### src/rtl/siu_pkg.sv
// Shared constants, register map and types of the single-vector interrupt unit
package siu_pkg;
	localparam int SIU_NUM_SRC = 14;
	localparam int SIU_PEND1_W = 8;
	localparam int SIU_PEND2_W = 6;

	// Device register file addresses
	localparam logic [7:0] SIU_MODE_ADDR = 8'hDF;
	localparam logic [7:0] SIU_PEND1_ADDR = 8'hD0;
	localparam logic [7:0] SIU_PEND2_ADDR = 8'hD1;
	localparam logic [7:0] SIU_MODE_RESET = 8'h00;
	localparam int SIU_GIE_BIT = 3;

	// Source positions in the flat pending vector
	localparam int SIU_SRC_P0_0 = 0;
	localparam int SIU_SRC_P1_0 = 4;
	localparam int SIU_SRC_T1A = 8;
	localparam int SIU_SRC_TB = 9;
	localparam int SIU_SRC_SER = 10;
	localparam int SIU_SRC_WT = 11;
	localparam int SIU_SRC_P3_0 = 12;

	// Vector bytes in program memory
	localparam logic [15:0] SIU_VEC_HI_ADDR = 16'h0000;
	localparam logic [15:0] SIU_VEC_LO_ADDR = 16'h0001;

	// Memory operation codes on the link
	typedef enum logic [1:0] {
		SIU_OP_PUSH,
		SIU_OP_POP,
		SIU_OP_ROM
	} siu_op_t;

	typedef enum logic [3:0] {
		SIU_ST_IDLE,
		SIU_ST_PUSH_PCL,
		SIU_ST_PUSH_PCH,
		SIU_ST_PUSH_FLG,
		SIU_ST_FETCH_HI,
		SIU_ST_FETCH_LO,
		SIU_ST_POP_FLG,
		SIU_ST_POP_PCH,
		SIU_ST_POP_PCL
	} siu_state_t;

	// Sequencer registers on AHB-Lite, byte addresses
	localparam logic [7:0] SIU_CTRL_OFS = 8'h00;
	localparam logic [7:0] SIU_REGACC_OFS = 8'h04;
	localparam logic [7:0] SIU_REGRD_OFS = 8'h08;
	localparam logic [7:0] SIU_PC_OFS = 8'h0C;
	localparam logic [7:0] SIU_FLAGS_OFS = 8'h10;
	localparam logic [7:0] SIU_VECTOR_OFS = 8'h14;
	localparam logic [7:0] SIU_STATUS_OFS = 8'h18;
	localparam logic [7:0] SIU_IRQ_STAT_OFS = 8'h1C;
	localparam logic [7:0] SIU_IRQ_MASK_OFS = 8'h20;

	// Command bits of the control register
	localparam int SIU_CMD_BOUNDARY = 0;
	localparam int SIU_CMD_INT_ON = 1;
	localparam int SIU_CMD_INT_OFF = 2;
	localparam int SIU_CMD_INT_RET = 3;
	localparam int SIU_CMD_REG_WR = 4;
	localparam int SIU_CMD_REG_RD = 5;

	// Event bits of the sequencer interrupt status
	localparam int SIU_EV_ACK = 0;
	localparam int SIU_EV_BRANCH = 1;
	localparam int SIU_EV_RESTORE = 2;
	localparam int SIU_EV_W = 3;

	localparam int SIU_STACK_DEPTH = 16;
	localparam int SIU_SP_W = 4;
	localparam logic [1:0] SIU_HTRANS_NONSEQ = 2'h2;
endpackage : siu_pkg

### src/rtl/siu_link_if.sv
// Link between the interrupt unit and the CPU sequencer
`timescale 1ns/10ps
interface siu_link_if;
	logic instr_end;
	logic int_on_exec;
	logic int_off_exec;
	logic int_ret_exec;
	logic reg_wr;
	logic reg_rd;
	logic [7:0] reg_addr;
	logic [7:0] reg_wdata;
	logic [7:0] reg_rdata;
	logic [15:0] cur_pc;
	logic [7:0] cur_flags;
	logic int_ack;
	logic busy;
	logic mem_req;
	siu_pkg::siu_op_t mem_op;
	logic [15:0] mem_addr;
	logic [7:0] mem_wdata;
	logic mem_done;
	logic [7:0] mem_rdata;
	logic branch_valid;
	logic restore_valid;
	logic [15:0] load_pc;
	logic [7:0] load_flags;

	modport dev (
		input instr_end, int_on_exec, int_off_exec, int_ret_exec, reg_wr, reg_rd, reg_addr, reg_wdata,
		input cur_pc, cur_flags, mem_done, mem_rdata,
		output reg_rdata, int_ack, busy, mem_req, mem_op, mem_addr, mem_wdata,
		output branch_valid, restore_valid, load_pc, load_flags
	);
	modport seq (
		output instr_end, int_on_exec, int_off_exec, int_ret_exec, reg_wr, reg_rd, reg_addr, reg_wdata,
		output cur_pc, cur_flags, mem_done, mem_rdata,
		input reg_rdata, int_ack, busy, mem_req, mem_op, mem_addr, mem_wdata,
		input branch_valid, restore_valid, load_pc, load_flags
	);
endinterface : siu_link_if

### src/rtl/siu_device.sv
// Interrupt unit: pending flags, global enable and the interrupt machine cycle
//
// Implementation choice: the AHB-Lite register port.
`timescale 1ns/10ps

// Function
// - One shared vector at lowest ROM bytes
// - Mode register bit 3 is global enable
// - Enable/disable instructions set and clear enable
// - Software enables interrupts after every reset
// - Source sets pending flag until cleared
// - Handler clears its flag before return
// - Acknowledge needs global and source enable
// - Acknowledge only at instruction boundary
// - Machine cycle first clears global enable
// - Push PC low, PC high, flags
// - Fetch vector high then low, branch
// - Return pops state and re-enables
// - Software polling decides service order
// - Acknowledge pulse before service routine
// - Fourteen request inputs combined
// - Load with zero clears that flag
module siu_device (
	input wire logic clk,
	input wire logic reset,
	siu_link_if.dev lk,
	input wire logic [siu_pkg::SIU_NUM_SRC-1:0] src_set,
	input wire logic [siu_pkg::SIU_NUM_SRC-1:0] src_en,
	output logic global_int_enable,
	output logic [siu_pkg::SIU_NUM_SRC-1:0] pending
);
	typedef struct packed {
		siu_pkg::siu_state_t state;
		logic [7:0] mode;
		logic [siu_pkg::SIU_NUM_SRC-1:0] pend;
		logic [15:0] pc;
		logic [7:0] flags;
		logic [7:0] vec_hi;
		logic [7:0] reg_rdata;
		logic int_ack;
		logic busy;
		logic mem_req;
		siu_pkg::siu_op_t mem_op;
		logic [15:0] mem_addr;
		logic [7:0] mem_wdata;
		logic branch_valid;
		logic restore_valid;
	} siu_dev_t;

	siu_dev_t s_ff;
	siu_dev_t nxt_s;

	localparam siu_dev_t SIU_DEV_RESET = '{
		state: siu_pkg::SIU_ST_IDLE,
		mode: siu_pkg::SIU_MODE_RESET,
		pend: '0,
		pc: '0,
		flags: '0,
		vec_hi: '0,
		reg_rdata: '0,
		int_ack: 1'b0,
		busy: 1'b0,
		mem_req: 1'b0,
		mem_op: siu_pkg::SIU_OP_PUSH,
		mem_addr: '0,
		mem_wdata: '0,
		branch_valid: 1'b0,
		restore_valid: 1'b0
	};

	logic take_irq;

	// Any source with its own enable set, gated globally
	assign take_irq = s_ff.mode[siu_pkg::SIU_GIE_BIT] && (|(s_ff.pend & src_en));

	always_comb begin
		nxt_s = s_ff;
		nxt_s.int_ack = 1'b0;
		nxt_s.branch_valid = 1'b0;
		nxt_s.restore_valid = 1'b0;

		// Software clears flags written as zero only
		if (lk.reg_wr && lk.reg_addr == siu_pkg::SIU_PEND1_ADDR) begin
			nxt_s.pend[siu_pkg::SIU_PEND1_W-1:0] = s_ff.pend[siu_pkg::SIU_PEND1_W-1:0]
				& lk.reg_wdata;
		end else if (lk.reg_wr && lk.reg_addr == siu_pkg::SIU_PEND2_ADDR) begin
			nxt_s.pend[siu_pkg::SIU_NUM_SRC-1:siu_pkg::SIU_PEND1_W] =
				s_ff.pend[siu_pkg::SIU_NUM_SRC-1:siu_pkg::SIU_PEND1_W]
				& lk.reg_wdata[siu_pkg::SIU_PEND2_W-1:0];
		end
		// New request wins over a clear in the same cycle
		nxt_s.pend = nxt_s.pend | src_set;

		if (lk.reg_wr && lk.reg_addr == siu_pkg::SIU_MODE_ADDR) begin
			nxt_s.mode = lk.reg_wdata;
		end
		if (lk.int_on_exec) begin
			nxt_s.mode[siu_pkg::SIU_GIE_BIT] = 1'b1;
		end
		if (lk.int_off_exec) begin
			nxt_s.mode[siu_pkg::SIU_GIE_BIT] = 1'b0;
		end

		if (lk.reg_rd) begin
			if (lk.reg_addr == siu_pkg::SIU_MODE_ADDR) begin
				nxt_s.reg_rdata = s_ff.mode;
			end else if (lk.reg_addr == siu_pkg::SIU_PEND1_ADDR) begin
				nxt_s.reg_rdata = s_ff.pend[siu_pkg::SIU_PEND1_W-1:0];
			end else if (lk.reg_addr == siu_pkg::SIU_PEND2_ADDR) begin
				nxt_s.reg_rdata = {2'h0, s_ff.pend[siu_pkg::SIU_NUM_SRC-1:siu_pkg::SIU_PEND1_W]};
			end else begin
				nxt_s.reg_rdata = 8'h00;
			end
		end

		case (s_ff.state)
			siu_pkg::SIU_ST_IDLE: begin
				if (lk.int_ret_exec) begin
					nxt_s.state = siu_pkg::SIU_ST_POP_FLG;
					nxt_s.busy = 1'b1;
				end else if (lk.instr_end && take_irq) begin
					nxt_s.int_ack = 1'b1;
					nxt_s.mode[siu_pkg::SIU_GIE_BIT] = 1'b0;
					nxt_s.pc = lk.cur_pc;
					nxt_s.flags = lk.cur_flags;
					nxt_s.busy = 1'b1;
					nxt_s.state = siu_pkg::SIU_ST_PUSH_PCL;
				end
			end
			default: begin
				if (!s_ff.mem_req) begin
					// Issue the memory step of the current state
					nxt_s.mem_req = 1'b1;
					case (s_ff.state)
						siu_pkg::SIU_ST_PUSH_PCL: begin
							nxt_s.mem_op = siu_pkg::SIU_OP_PUSH;
							nxt_s.mem_wdata = s_ff.pc[7:0];
						end
						siu_pkg::SIU_ST_PUSH_PCH: begin
							nxt_s.mem_op = siu_pkg::SIU_OP_PUSH;
							nxt_s.mem_wdata = s_ff.pc[15:8];
						end
						siu_pkg::SIU_ST_PUSH_FLG: begin
							nxt_s.mem_op = siu_pkg::SIU_OP_PUSH;
							nxt_s.mem_wdata = s_ff.flags;
						end
						siu_pkg::SIU_ST_FETCH_HI: begin
							nxt_s.mem_op = siu_pkg::SIU_OP_ROM;
							nxt_s.mem_addr = siu_pkg::SIU_VEC_HI_ADDR;
						end
						siu_pkg::SIU_ST_FETCH_LO: begin
							nxt_s.mem_op = siu_pkg::SIU_OP_ROM;
							nxt_s.mem_addr = siu_pkg::SIU_VEC_LO_ADDR;
						end
						default: begin
							nxt_s.mem_op = siu_pkg::SIU_OP_POP;
						end
					endcase
				end else if (lk.mem_done) begin
					nxt_s.mem_req = 1'b0;
					case (s_ff.state)
						siu_pkg::SIU_ST_PUSH_PCL: begin
							nxt_s.state = siu_pkg::SIU_ST_PUSH_PCH;
						end
						siu_pkg::SIU_ST_PUSH_PCH: begin
							nxt_s.state = siu_pkg::SIU_ST_PUSH_FLG;
						end
						siu_pkg::SIU_ST_PUSH_FLG: begin
							nxt_s.state = siu_pkg::SIU_ST_FETCH_HI;
						end
						siu_pkg::SIU_ST_FETCH_HI: begin
							nxt_s.vec_hi = lk.mem_rdata;
							nxt_s.state = siu_pkg::SIU_ST_FETCH_LO;
						end
						siu_pkg::SIU_ST_FETCH_LO: begin
							nxt_s.pc = {s_ff.vec_hi, lk.mem_rdata};
							nxt_s.branch_valid = 1'b1;
							nxt_s.busy = 1'b0;
							nxt_s.state = siu_pkg::SIU_ST_IDLE;
						end
						siu_pkg::SIU_ST_POP_FLG: begin
							nxt_s.flags = lk.mem_rdata;
							nxt_s.state = siu_pkg::SIU_ST_POP_PCH;
						end
						siu_pkg::SIU_ST_POP_PCH: begin
							nxt_s.pc[15:8] = lk.mem_rdata;
							nxt_s.state = siu_pkg::SIU_ST_POP_PCL;
						end
						default: begin
							nxt_s.pc[7:0] = lk.mem_rdata;
							nxt_s.restore_valid = 1'b1;
							nxt_s.mode[siu_pkg::SIU_GIE_BIT] = 1'b1;
							nxt_s.busy = 1'b0;
							nxt_s.state = siu_pkg::SIU_ST_IDLE;
						end
					endcase
				end
			end
		endcase
	end

	always_ff @(posedge clk or posedge reset) begin
		if (reset) begin
			s_ff <= SIU_DEV_RESET;
		end else begin
			s_ff <= nxt_s;
		end
	end

	assign lk.reg_rdata = s_ff.reg_rdata;
	assign lk.int_ack = s_ff.int_ack;
	assign lk.busy = s_ff.busy;
	assign lk.mem_req = s_ff.mem_req;
	assign lk.mem_op = s_ff.mem_op;
	assign lk.mem_addr = s_ff.mem_addr;
	assign lk.mem_wdata = s_ff.mem_wdata;
	assign lk.branch_valid = s_ff.branch_valid;
	assign lk.restore_valid = s_ff.restore_valid;
	assign lk.load_pc = s_ff.pc;
	assign lk.load_flags = s_ff.flags;
	assign global_int_enable = s_ff.mode[siu_pkg::SIU_GIE_BIT];
	assign pending = s_ff.pend;
endmodule : siu_device

### src/flat_wrapper.sv
// flat-port wrapper written by rule: the top's interface ports become plain ports
module siu_device_flat 
  (clk, reset, src_set, src_en, global_int_enable, pending, lk_instr_end, lk_int_on_exec, lk_int_off_exec, lk_int_ret_exec, lk_reg_wr, lk_reg_rd, lk_reg_addr, lk_reg_wdata, lk_cur_pc, lk_cur_flags, lk_mem_done, lk_mem_rdata, lk_reg_rdata, lk_int_ack, lk_busy, lk_mem_req, lk_mem_op, lk_mem_addr, lk_mem_wdata, lk_branch_valid, lk_restore_valid, lk_load_pc, lk_load_flags);
  siu_link_if lk_i ();
  input wire logic clk;
  input wire logic reset;
  input wire logic [siu_pkg::SIU_NUM_SRC-1:0] src_set;
  input wire logic [siu_pkg::SIU_NUM_SRC-1:0] src_en;
  output logic global_int_enable;
  output logic [siu_pkg::SIU_NUM_SRC-1:0] pending;
  input wire logic [$bits(lk_i.instr_end)-1:0] lk_instr_end;
  input wire logic [$bits(lk_i.int_on_exec)-1:0] lk_int_on_exec;
  input wire logic [$bits(lk_i.int_off_exec)-1:0] lk_int_off_exec;
  input wire logic [$bits(lk_i.int_ret_exec)-1:0] lk_int_ret_exec;
  input wire logic [$bits(lk_i.reg_wr)-1:0] lk_reg_wr;
  input wire logic [$bits(lk_i.reg_rd)-1:0] lk_reg_rd;
  input wire logic [$bits(lk_i.reg_addr)-1:0] lk_reg_addr;
  input wire logic [$bits(lk_i.reg_wdata)-1:0] lk_reg_wdata;
  input wire logic [$bits(lk_i.cur_pc)-1:0] lk_cur_pc;
  input wire logic [$bits(lk_i.cur_flags)-1:0] lk_cur_flags;
  input wire logic [$bits(lk_i.mem_done)-1:0] lk_mem_done;
  input wire logic [$bits(lk_i.mem_rdata)-1:0] lk_mem_rdata;
  output wire logic [$bits(lk_i.reg_rdata)-1:0] lk_reg_rdata;
  output wire logic [$bits(lk_i.int_ack)-1:0] lk_int_ack;
  output wire logic [$bits(lk_i.busy)-1:0] lk_busy;
  output wire logic [$bits(lk_i.mem_req)-1:0] lk_mem_req;
  output wire logic [$bits(lk_i.mem_op)-1:0] lk_mem_op;
  output wire logic [$bits(lk_i.mem_addr)-1:0] lk_mem_addr;
  output wire logic [$bits(lk_i.mem_wdata)-1:0] lk_mem_wdata;
  output wire logic [$bits(lk_i.branch_valid)-1:0] lk_branch_valid;
  output wire logic [$bits(lk_i.restore_valid)-1:0] lk_restore_valid;
  output wire logic [$bits(lk_i.load_pc)-1:0] lk_load_pc;
  output wire logic [$bits(lk_i.load_flags)-1:0] lk_load_flags;
  assign lk_i.instr_end = lk_instr_end;
  assign lk_i.int_on_exec = lk_int_on_exec;
  assign lk_i.int_off_exec = lk_int_off_exec;
  assign lk_i.int_ret_exec = lk_int_ret_exec;
  assign lk_i.reg_wr = lk_reg_wr;
  assign lk_i.reg_rd = lk_reg_rd;
  assign lk_i.reg_addr = lk_reg_addr;
  assign lk_i.reg_wdata = lk_reg_wdata;
  assign lk_i.cur_pc = lk_cur_pc;
  assign lk_i.cur_flags = lk_cur_flags;
  assign lk_i.mem_done = lk_mem_done;
  assign lk_i.mem_rdata = lk_mem_rdata;
  assign lk_reg_rdata = lk_i.reg_rdata;
  assign lk_int_ack = lk_i.int_ack;
  assign lk_busy = lk_i.busy;
  assign lk_mem_req = lk_i.mem_req;
  assign lk_mem_op = lk_i.mem_op;
  assign lk_mem_addr = lk_i.mem_addr;
  assign lk_mem_wdata = lk_i.mem_wdata;
  assign lk_branch_valid = lk_i.branch_valid;
  assign lk_restore_valid = lk_i.restore_valid;
  assign lk_load_pc = lk_i.load_pc;
  assign lk_load_flags = lk_i.load_flags;
  siu_device u_core (.clk(clk), .reset(reset), .lk(lk_i), .src_set(src_set), .src_en(src_en), .global_int_enable(global_int_enable), .pending(pending));
endmodule
### config.mk
export PLATFORM = sky130hd
export DESIGN_NAME = siu_device_flat
export DESIGN_NICKNAME = d
export VERILOG_FILES = /design/src/rtl/siu_pkg.sv /design/src/rtl/siu_link_if.sv /design/src/rtl/siu_device.sv /design/src/flat_wrapper.sv
export SDC_FILE = /design/constraint.sdc
export NUM_CORES = 1
export LEC_CHECK = 0
export BUFFER_PORTS_ARGS = -buffer_cell sky130_fd_sc_hd__buf_2
export CORE_ASPECT_RATIO = 1.2
export CORE_MARGIN = 1
export CORE_UTILIZATION = 45
export DETAILED_ROUTE_END_ITERATION = 8
export GPL_ROUTABILITY_DRIVEN = 0
export HOLD_SLACK_MARGIN = 0.08
export PLACE_DENSITY_LB_ADDON = 0.1
export SYNTH_ARGS = -nofsm -noshare
export SYNTH_HDL_FRONTEND = slang
export SYNTH_SLANG_ARGS = --single-unit
### constraint.sdc
create_clock -name clk -period 2.5 [get_ports clk]
set_input_delay 0.5 -clock clk [delete_from_list [all_inputs] [get_ports clk]]
set_output_delay 0.5 -clock clk [all_outputs]
set_load 0.03 [all_outputs]
==> results of run 1 <==
[state kept, by name (all words and copies together), names as in the netlist, 2 cells and up]
signal,cells
u_core.lk.load_flags,8
u_core.pending,14
u_core.lk.reg_rdata,8
u_core.lk.mem_op,2
u_core.lk.mem_wdata,8
u_core.lk.load_pc,16
u_core.s_ff,19
[routing by layer]
metal | up-vias | routed length [um] | GRT usage (%)
li1 | 1676 | - | -
met1 | 1669 | 4540 | 27.4
met2 | 158 | 5290 | 35.4
met3 | 8 | 676 | 4.51
met4 | 0 | 127 | 6.77
met5 | - | 0 | 0
[synth_stat cells (2+ instances only)]
| master | number | area share (%) |
|---|---|---|
| nor2_1 | 19 | 1.6 |
| a222oi_1 | 6 | 1.3 |
| nand2b_1 | 14 | 1.9 |
| a21oi_2 | 2 | 0.39 |
| buf_6 | 3 | 0.75 |
| a221oi_1 | 16 | 3.1 |
| mux2_2 | 24 | 6.0 |
| nor3_1 | 4 | 0.44 |
| clkbuf_1 | 11 | 0.91 |
| inv_1 | 5 | 0.42 |
| nand3_1 | 4 | 0.44 |
| nor2b_1 | 2 | 0.28 |
| a22oi_1 | 10 | 1.7 |
| buf_4 | 73 | 12 |
| a211oi_1 | 2 | 0.33 |
| o21ai_0 | 45 | 5.0 |
| or3_1 | 2 | 0.28 |
| a21oi_1 | 14 | 1.6 |
| nor3_2 | 3 | 0.66 |
| a2bb2oi_1 | 17 | 3.3 |
| nand2_1 | 33 | 2.7 |
| mux2i_1 | 18 | 4.0 |
| nand2_2 | 2 | 0.28 |
| dfrtp_1 | 82 | 45 |
| o31ai_1 | 4 | 0.66 |
| buf_2 | 5 | 0.55 |
[how the worst max path moves through the flow]
stage / cells past startpoint / slack, ns / end / start
after floorplan: 7 / 0.62 / u_core.lk.load_pc[0]$_DFFE_PP0P_ / u_core.lk.mem_req$_DFFE_PP0N_
after global placement: 6 / 0.36 / u_core.lk.load_pc[8]$_DFFE_PP0P_ / src_en[12]
after detailed placement: 6 / 0.36 / u_core.lk.load_pc[0]$_DFFE_PP0P_ / src_en[12]
final: 4 / 0.43 / u_core.lk.load_pc[15]$_DFFE_PP0P_ / u_core.s_ff[94]$_DFFE_PP0P_
after CTS: 4 / 0.44 / u_core.lk.load_pc[15]$_DFFE_PP0P_ / u_core.s_ff[94]$_DFFE_PP0P_
after global routing: 4 / 0.26 / u_core.lk.load_pc[14]$_DFFE_PP0P_ / u_core.s_ff[94]$_DFFE_PP0P_
[cell families (layout without fill, tap and decap cells)]
logic type / after synthesis / in the layout / synth area share [%]
compound gates: 121 / 121 / 19.1
flops: 82 / 82 / 45.4
other cells: 1 / 15 / 0.0830
simple gates: 93 / 93 / 10.7
buf+inv: 98 / 178 / 14.8
mux: 42 / 42 / 9.96
[where the power goes]
part	internal (mW)	total (mW)	switching, mW	leakage (nW)
Sequential	1.74	2.14	0.393	0.969
Clock	0.762	1.27	0.506	0.138
Combinational	1.02	2.68	1.66	1.35
Total	3.52	6.08	2.56	2.46
[worst reg2reg max path, delay by kind of cell, from the launching register on]
family,cells,cell delay (ns)
AOI/OAI and AO/OA,1,0.49
DFF,1,0.59
muxes,1,0.39
and+or+nand+nor,2,0.48
[final cells by class]
type	count	area (um^2)	share of cell area [%]
sequential	82	2050	39.5
multi-input combinational	271	1850	35.6
timing repair buffer	159	838	16.1
clock buffer	9	225	4.33
tap	123	154	2.96
clock inverter	5	56.3	1.08
inverter	5	22.5	0.433
[through the flow]
stage	util, %	cell area, um^2	hold WS (ns)	power (mW)
global route	53.8	5200	0.311	6.46
detailed placement	50.9	4920	0.473	4.83
floorplan	-	4580	0.451	4.50
CTS	53.8	5200	0.278	6.13
finish	53.8	5200	0.271	6.08
global placement	50.9	4920	0.457	4.78
==> results.md, run 1 <==
- Mapped Area: 0.00452 mm^2
- Critical path data arrival time: 2.27 ns
- Fin Setup TNS: 0 ns
- Buffers plus inverters on the worst setup path: 0
- Worst slack, placed: 0.359 ns
- Crit path capture type: flop
- Detail Route Antenna Nets: 0
- HP Class: in -> async
- Post-CTS Hold Buffers: 0
- Synth warn: 0
- Slew @ Worst Pin: 0.683 ns
- Filler Cell Count: 913
- Worst reg-to-reg path cell count: 4
- Die Area: 0.0105 mm^2
- Pwr Density: 1170 mW/mm^2
- Status: completed
- Reg-to-Reg End: u_core.lk.load_pc[15]$_DFFE_PP0P_
- First drt pass iteration count: 4
- Initial antenna violation count: 0
- Clk Tree Root Cell: clkbuf_16
- Post-CTS Repair Setup Buffers: 0
- Largest net degree at the start of global routing: 45
- # port buffers: 147
- Worst path top cell family by delay: flip-flops
- Post-route clock period utilization: 82.7%
- FF-to-FF Start: u_core.s_ff[94]$_DFFE_PP0P_
- Row count: 39
- DR WL/cell: 16.2 um
- Sink Count: 82
- First-pass GRT wire length: 17.2 mm
- Worst Setup Path Type: reg -> reg
- Layout area overhead: 15.0%
- Max VDD drop: 404 uV
- CTS tree: done
- Clk Latency, worst-skew pair: 0.33 ns
- Total routed wirelength: 10.6 mm
- Max_cap viols: 0
- Post-DP HPWL: 8.10 mm
- Most common cell after layout, fill and taps aside: buf_2
- Vias per cell: 5.37
- Core area: 0.00966 mm^2
- Placed Cells: 640
- CP peak stage delay: 0.59 ns
- Critical path required time: 2.71 ns
- Clk buf depth: 2
- EDFF count, synth: 0
- Reg2reg setup slack: 0.43 ns
- # H-tree levels: 3
- Distinct cell type count after synthesis: 43
- Worst-path clk slew: 0.06 ns
- F_max: 0.484 GHz
- Grt ovf: 0
- # setup viols final: 0
- Die H: 112 um
- Slowest cell on crit path: dfrtp_1
- Crit path max fanout: 16
- N_diodes: 0
- Register area share after synthesis: 45.4%
- Slew Viols, Final: 0
- DR vias: 3511
- Most frequent cells in the layout: buf_2, dfrtp_1, o21ai_0, nand2_1, mux2_2
- Vias in the first global route: 3435
- Startpoint Class: flop
- Synth async-reset ratio: 100%
- Fin cells: 654
- Initial Util: 46.8%
- Inserted Clock Buffers: 9
- Post-CTS Resized: 0
- Final Hold Vio Count: 0
- Setup ws final: 0.433 ns
- Layout cell share with drive strength beyond 1: 39.7%
- Critical-path cell list: nor2_1, nand2_1, o31ai_4, mux2_2
- Prevailing post-synth register cell: dfrtp_1
- Skew final: 0.00620 ns
- Drt drc: 0
- Total track usage: 21.2%
- Min cycle time layout: 2.07 ns
- Final net count: 613
- Max-slew headroom: 54.4%
- Syn Inst Count: 437
- Avg Synthesized Cell Area: 10.3 um^2
- IO Pins: 163
- Drt first-iter violations: 163
- RSZ-0062 raised after global routing: no
- Die width: 93.5 um
- Static leakage: 2.46 nW
- Yosys reg bits: 82
No activity file was read; power rests on OpenSTA's default activity.
==> inputs of run 2 (changes only) <==
==> constraint.sdc (replaced) <==
create_clock -name clk -period 2.2 [get_ports clk]
set_input_delay 0.44 -clock clk [delete_from_list [all_inputs] [get_ports clk]]
set_output_delay 0.44 -clock clk [all_outputs]
set_load 0.03 [all_outputs]
==> results.md, run 2 (synthesis results as in run 1) <==
- Status: completed
- # H-tree levels: 3 (unchanged)
- Slew Viols, Final: 0 (unchanged)
- Post-CTS Repair Setup Buffers: 0 (unchanged)
- Fin Setup TNS: 0 ns (unchanged)
- Final net count: 619 (+0.98%)
- DR WL/cell: 16.2 um (-0.39%)
- Max_cap viols: 0 (unchanged)
- Clk Tree Root Cell: clkbuf_16
- Final Hold Vio Count: 0 (unchanged)
- Layout area overhead: 16.4%
- Min cycle time layout: 2.00 ns (-0.0662 ns)
- Slew @ Worst Pin: 1.16 ns (+0.476 ns)
- Critical path required time: 2.42 ns (-0.29 ns)
- # port buffers: 147 (unchanged)
- Vias in the first global route: 3401 (-0.99%)
- Row count: 39 (unchanged)
- Post-route clock period utilization: 90.9% (+8.3 points)
- RSZ-0062 raised after global routing: no
- Pwr Density: 1350 mW/mm^2 (+15%)
- Internal: 4.18 mW (+19%)
- Initial antenna violation count: 0 (unchanged)
- First-pass GRT wire length: 17.3 mm (about the same)
- Total routed wirelength: 10.7 mm (+0.83%)
- Post-CTS Hold Buffers: 1 (+1)
- Sequential Power Share: 32.7% (-2.4 points)
- Clk Latency, worst-skew pair: 0.34 ns (about the same)
- Grt ovf: 0 (unchanged)
- Detail Route Antenna Nets: 0 (unchanged)
- Largest net degree at the start of global routing: 51 (+13%)
- Clk buf depth: 2 (unchanged)
- Die H: 112 um (unchanged)
- Initial Util: 46.8% (unchanged)
- Vias per cell: 5.36 (-0.14%)
- Switch Pwr: 2.93 mW (+15%)
- Max reg flops: 19 (unchanged)
- Die Area: 0.0105 mm^2 (unchanged)
- F_max: 0.500 GHz (+3.3%)
- Static leakage: 2.50 nW (+1.6%)
- DR vias: 3549 (+1.1%)
- Most common cell after layout, fill and taps aside: buf_2
- Combinational fraction of design power: 45.0% (+1.0 points)
- Clock power frac: 22.3% (+1.4 points)
- # setup viols final: 0 (unchanged)
- Fin util: 54.5% (+0.67 points)
- Layout cell share with drive strength beyond 1: 40.1% (+0.34 points)
- Total track usage: 21.5% (+0.26 points)
- Skew final: 0.00708 ns (+0.000877 ns)
- HP Class: in -> reg
- Crit path capture type: flop
- IO Pins: 163 (unchanged)
- Startpoint Class: flop
- Worst-path clk slew: 0.06 ns (about the same)
- Drt drc: 0 (unchanged)
- N_diodes: 0 (unchanged)
- Critical path data arrival time: 2.22 ns (-0.05 ns)
- Max VDD drop: 564 uV (+40%)
- Die width: 93.5 um (unchanged)
- Post-CTS Resized: 0 (unchanged)
- Crit path max fanout: 21 (+5)
- Most frequent cells in the layout: buf_2, dfrtp_1, o21ai_0, nand2_1, mux2_2
- CTS tree: done
- Sw Share: 41.2% (-0.85 points)
- Core area: 0.00966 mm^2 (unchanged)
- Largest Register: u_core.s_ff
- Post-DP HPWL: 8.16 mm (+0.76%)
- Sink Count: 82 (unchanged)
- First drt pass iteration count: 6 (+2)
- Worst Setup Path Type: reg -> reg
- Max-slew headroom: 22.5% (-32 points)
- Inserted Clock Buffers: 9 (unchanged)
- Drt first-iter violations: 161 (-1.2%)
-- run 2: cell types whose count changed in the layout (fill, tap and decap cells not counted), sizes merged --
cell,change
clkbuf,+2
buf,+5
inv,-1
dlygate4sd3,+1
clkinv,+1
bufinv,+1
clkinvlp,-1
-- run 2: power by group through the flow --
| stage | clock [mW] | combinational, mW | sequential [mW] |
|---|---|---|---|
| 3_3_place_gp | 0 | 3.15 | 2.34 |
| 3_5_place_dp | 0 | 3.20 | 2.35 |
| 5_1_grt | 1.66 | 3.49 | 2.38 |
| 4_1_cts | 1.62 | 3.21 | 2.33 |
| 6_report | 1.58 | 3.20 | 2.32 |
| 2_1_floorplan | 0 | 2.82 | 2.30 |
-- run 2: final timing paths --
kind | start | cells past startpoint | end | slack, ns
worst min register to register | u_core.lk.mem_wdata[6]$_DFFE_PP0P_ | 2 | u_core.lk.mem_wdata[6]$_DFFE_PP0P_ | 0.47
min in group asynchronous | reset | 3 | u_core.lk.restore_valid$_DFF_PP0_ | 0.52
max in group asynchronous | reset | 4 | u_core.lk.load_pc[2]$_DFFE_PP0P_ | 0.86
worst min-delay path | src_set[1] | 2 | u_core.pending[1]$_DFF_PP0_ | 0.28
worst max-delay path | u_core.s_ff[93]$_DFFE_PP0P_ | 5 | u_core.lk.load_pc[11]$_DFFE_PP0P_ | 0.20
worst max register to register | u_core.s_ff[93]$_DFFE_PP0P_ | 5 | u_core.lk.load_pc[11]$_DFFE_PP0P_ | 0.20
-- run 2: cell type report --
type,instances,area [um^2]
clock buffer,11,233
clock inverter,5,78.8
fill,927,4400
inverter,5,22.5
multi-input combinational,271,1850
sequential,82,2050
tap,123,154
timing repair buffer,165,873
-- run 2: worst max-delay path, cell delays in order, from the launching register on --
cell,delay [ns]
dfrtp_1,0.41
buf_4,0.25
nor2_1,0.19
nand2_1,0.17
o31ai_4,0.48
mux2_2,0.39
-- run 2: per-stage QoR --
step                      power, mW  hold WS [ns]  instances  worst slack [ns]  instance area, um^2
after global routing           7.53         0.287        662            0.0694                 5260
after CTS                      7.16         0.276        662             0.184                 5260
after floorplan                5.12         0.451        451             0.324                 4580
after global placement         5.49         0.319        645             0.157                 4940
after detailed placement       5.56         0.325        645             0.123                 4940
final                          7.11         0.281        662             0.199                 5260
-- run 2: routing by layer --
| layer | vias up | routed length (um) | global-route usage [%] |
|---|---|---|---|
| met1 | 1693 | 4530 | 27.6 |
| met3 | 9 | 666 | 4.03 |
| met5 | - | 0 | 0 |
| met4 | 0 | 141 | 8.00 |
| li1 | 1698 | - | - |
| met2 | 149 | 5380 | 35.8 |
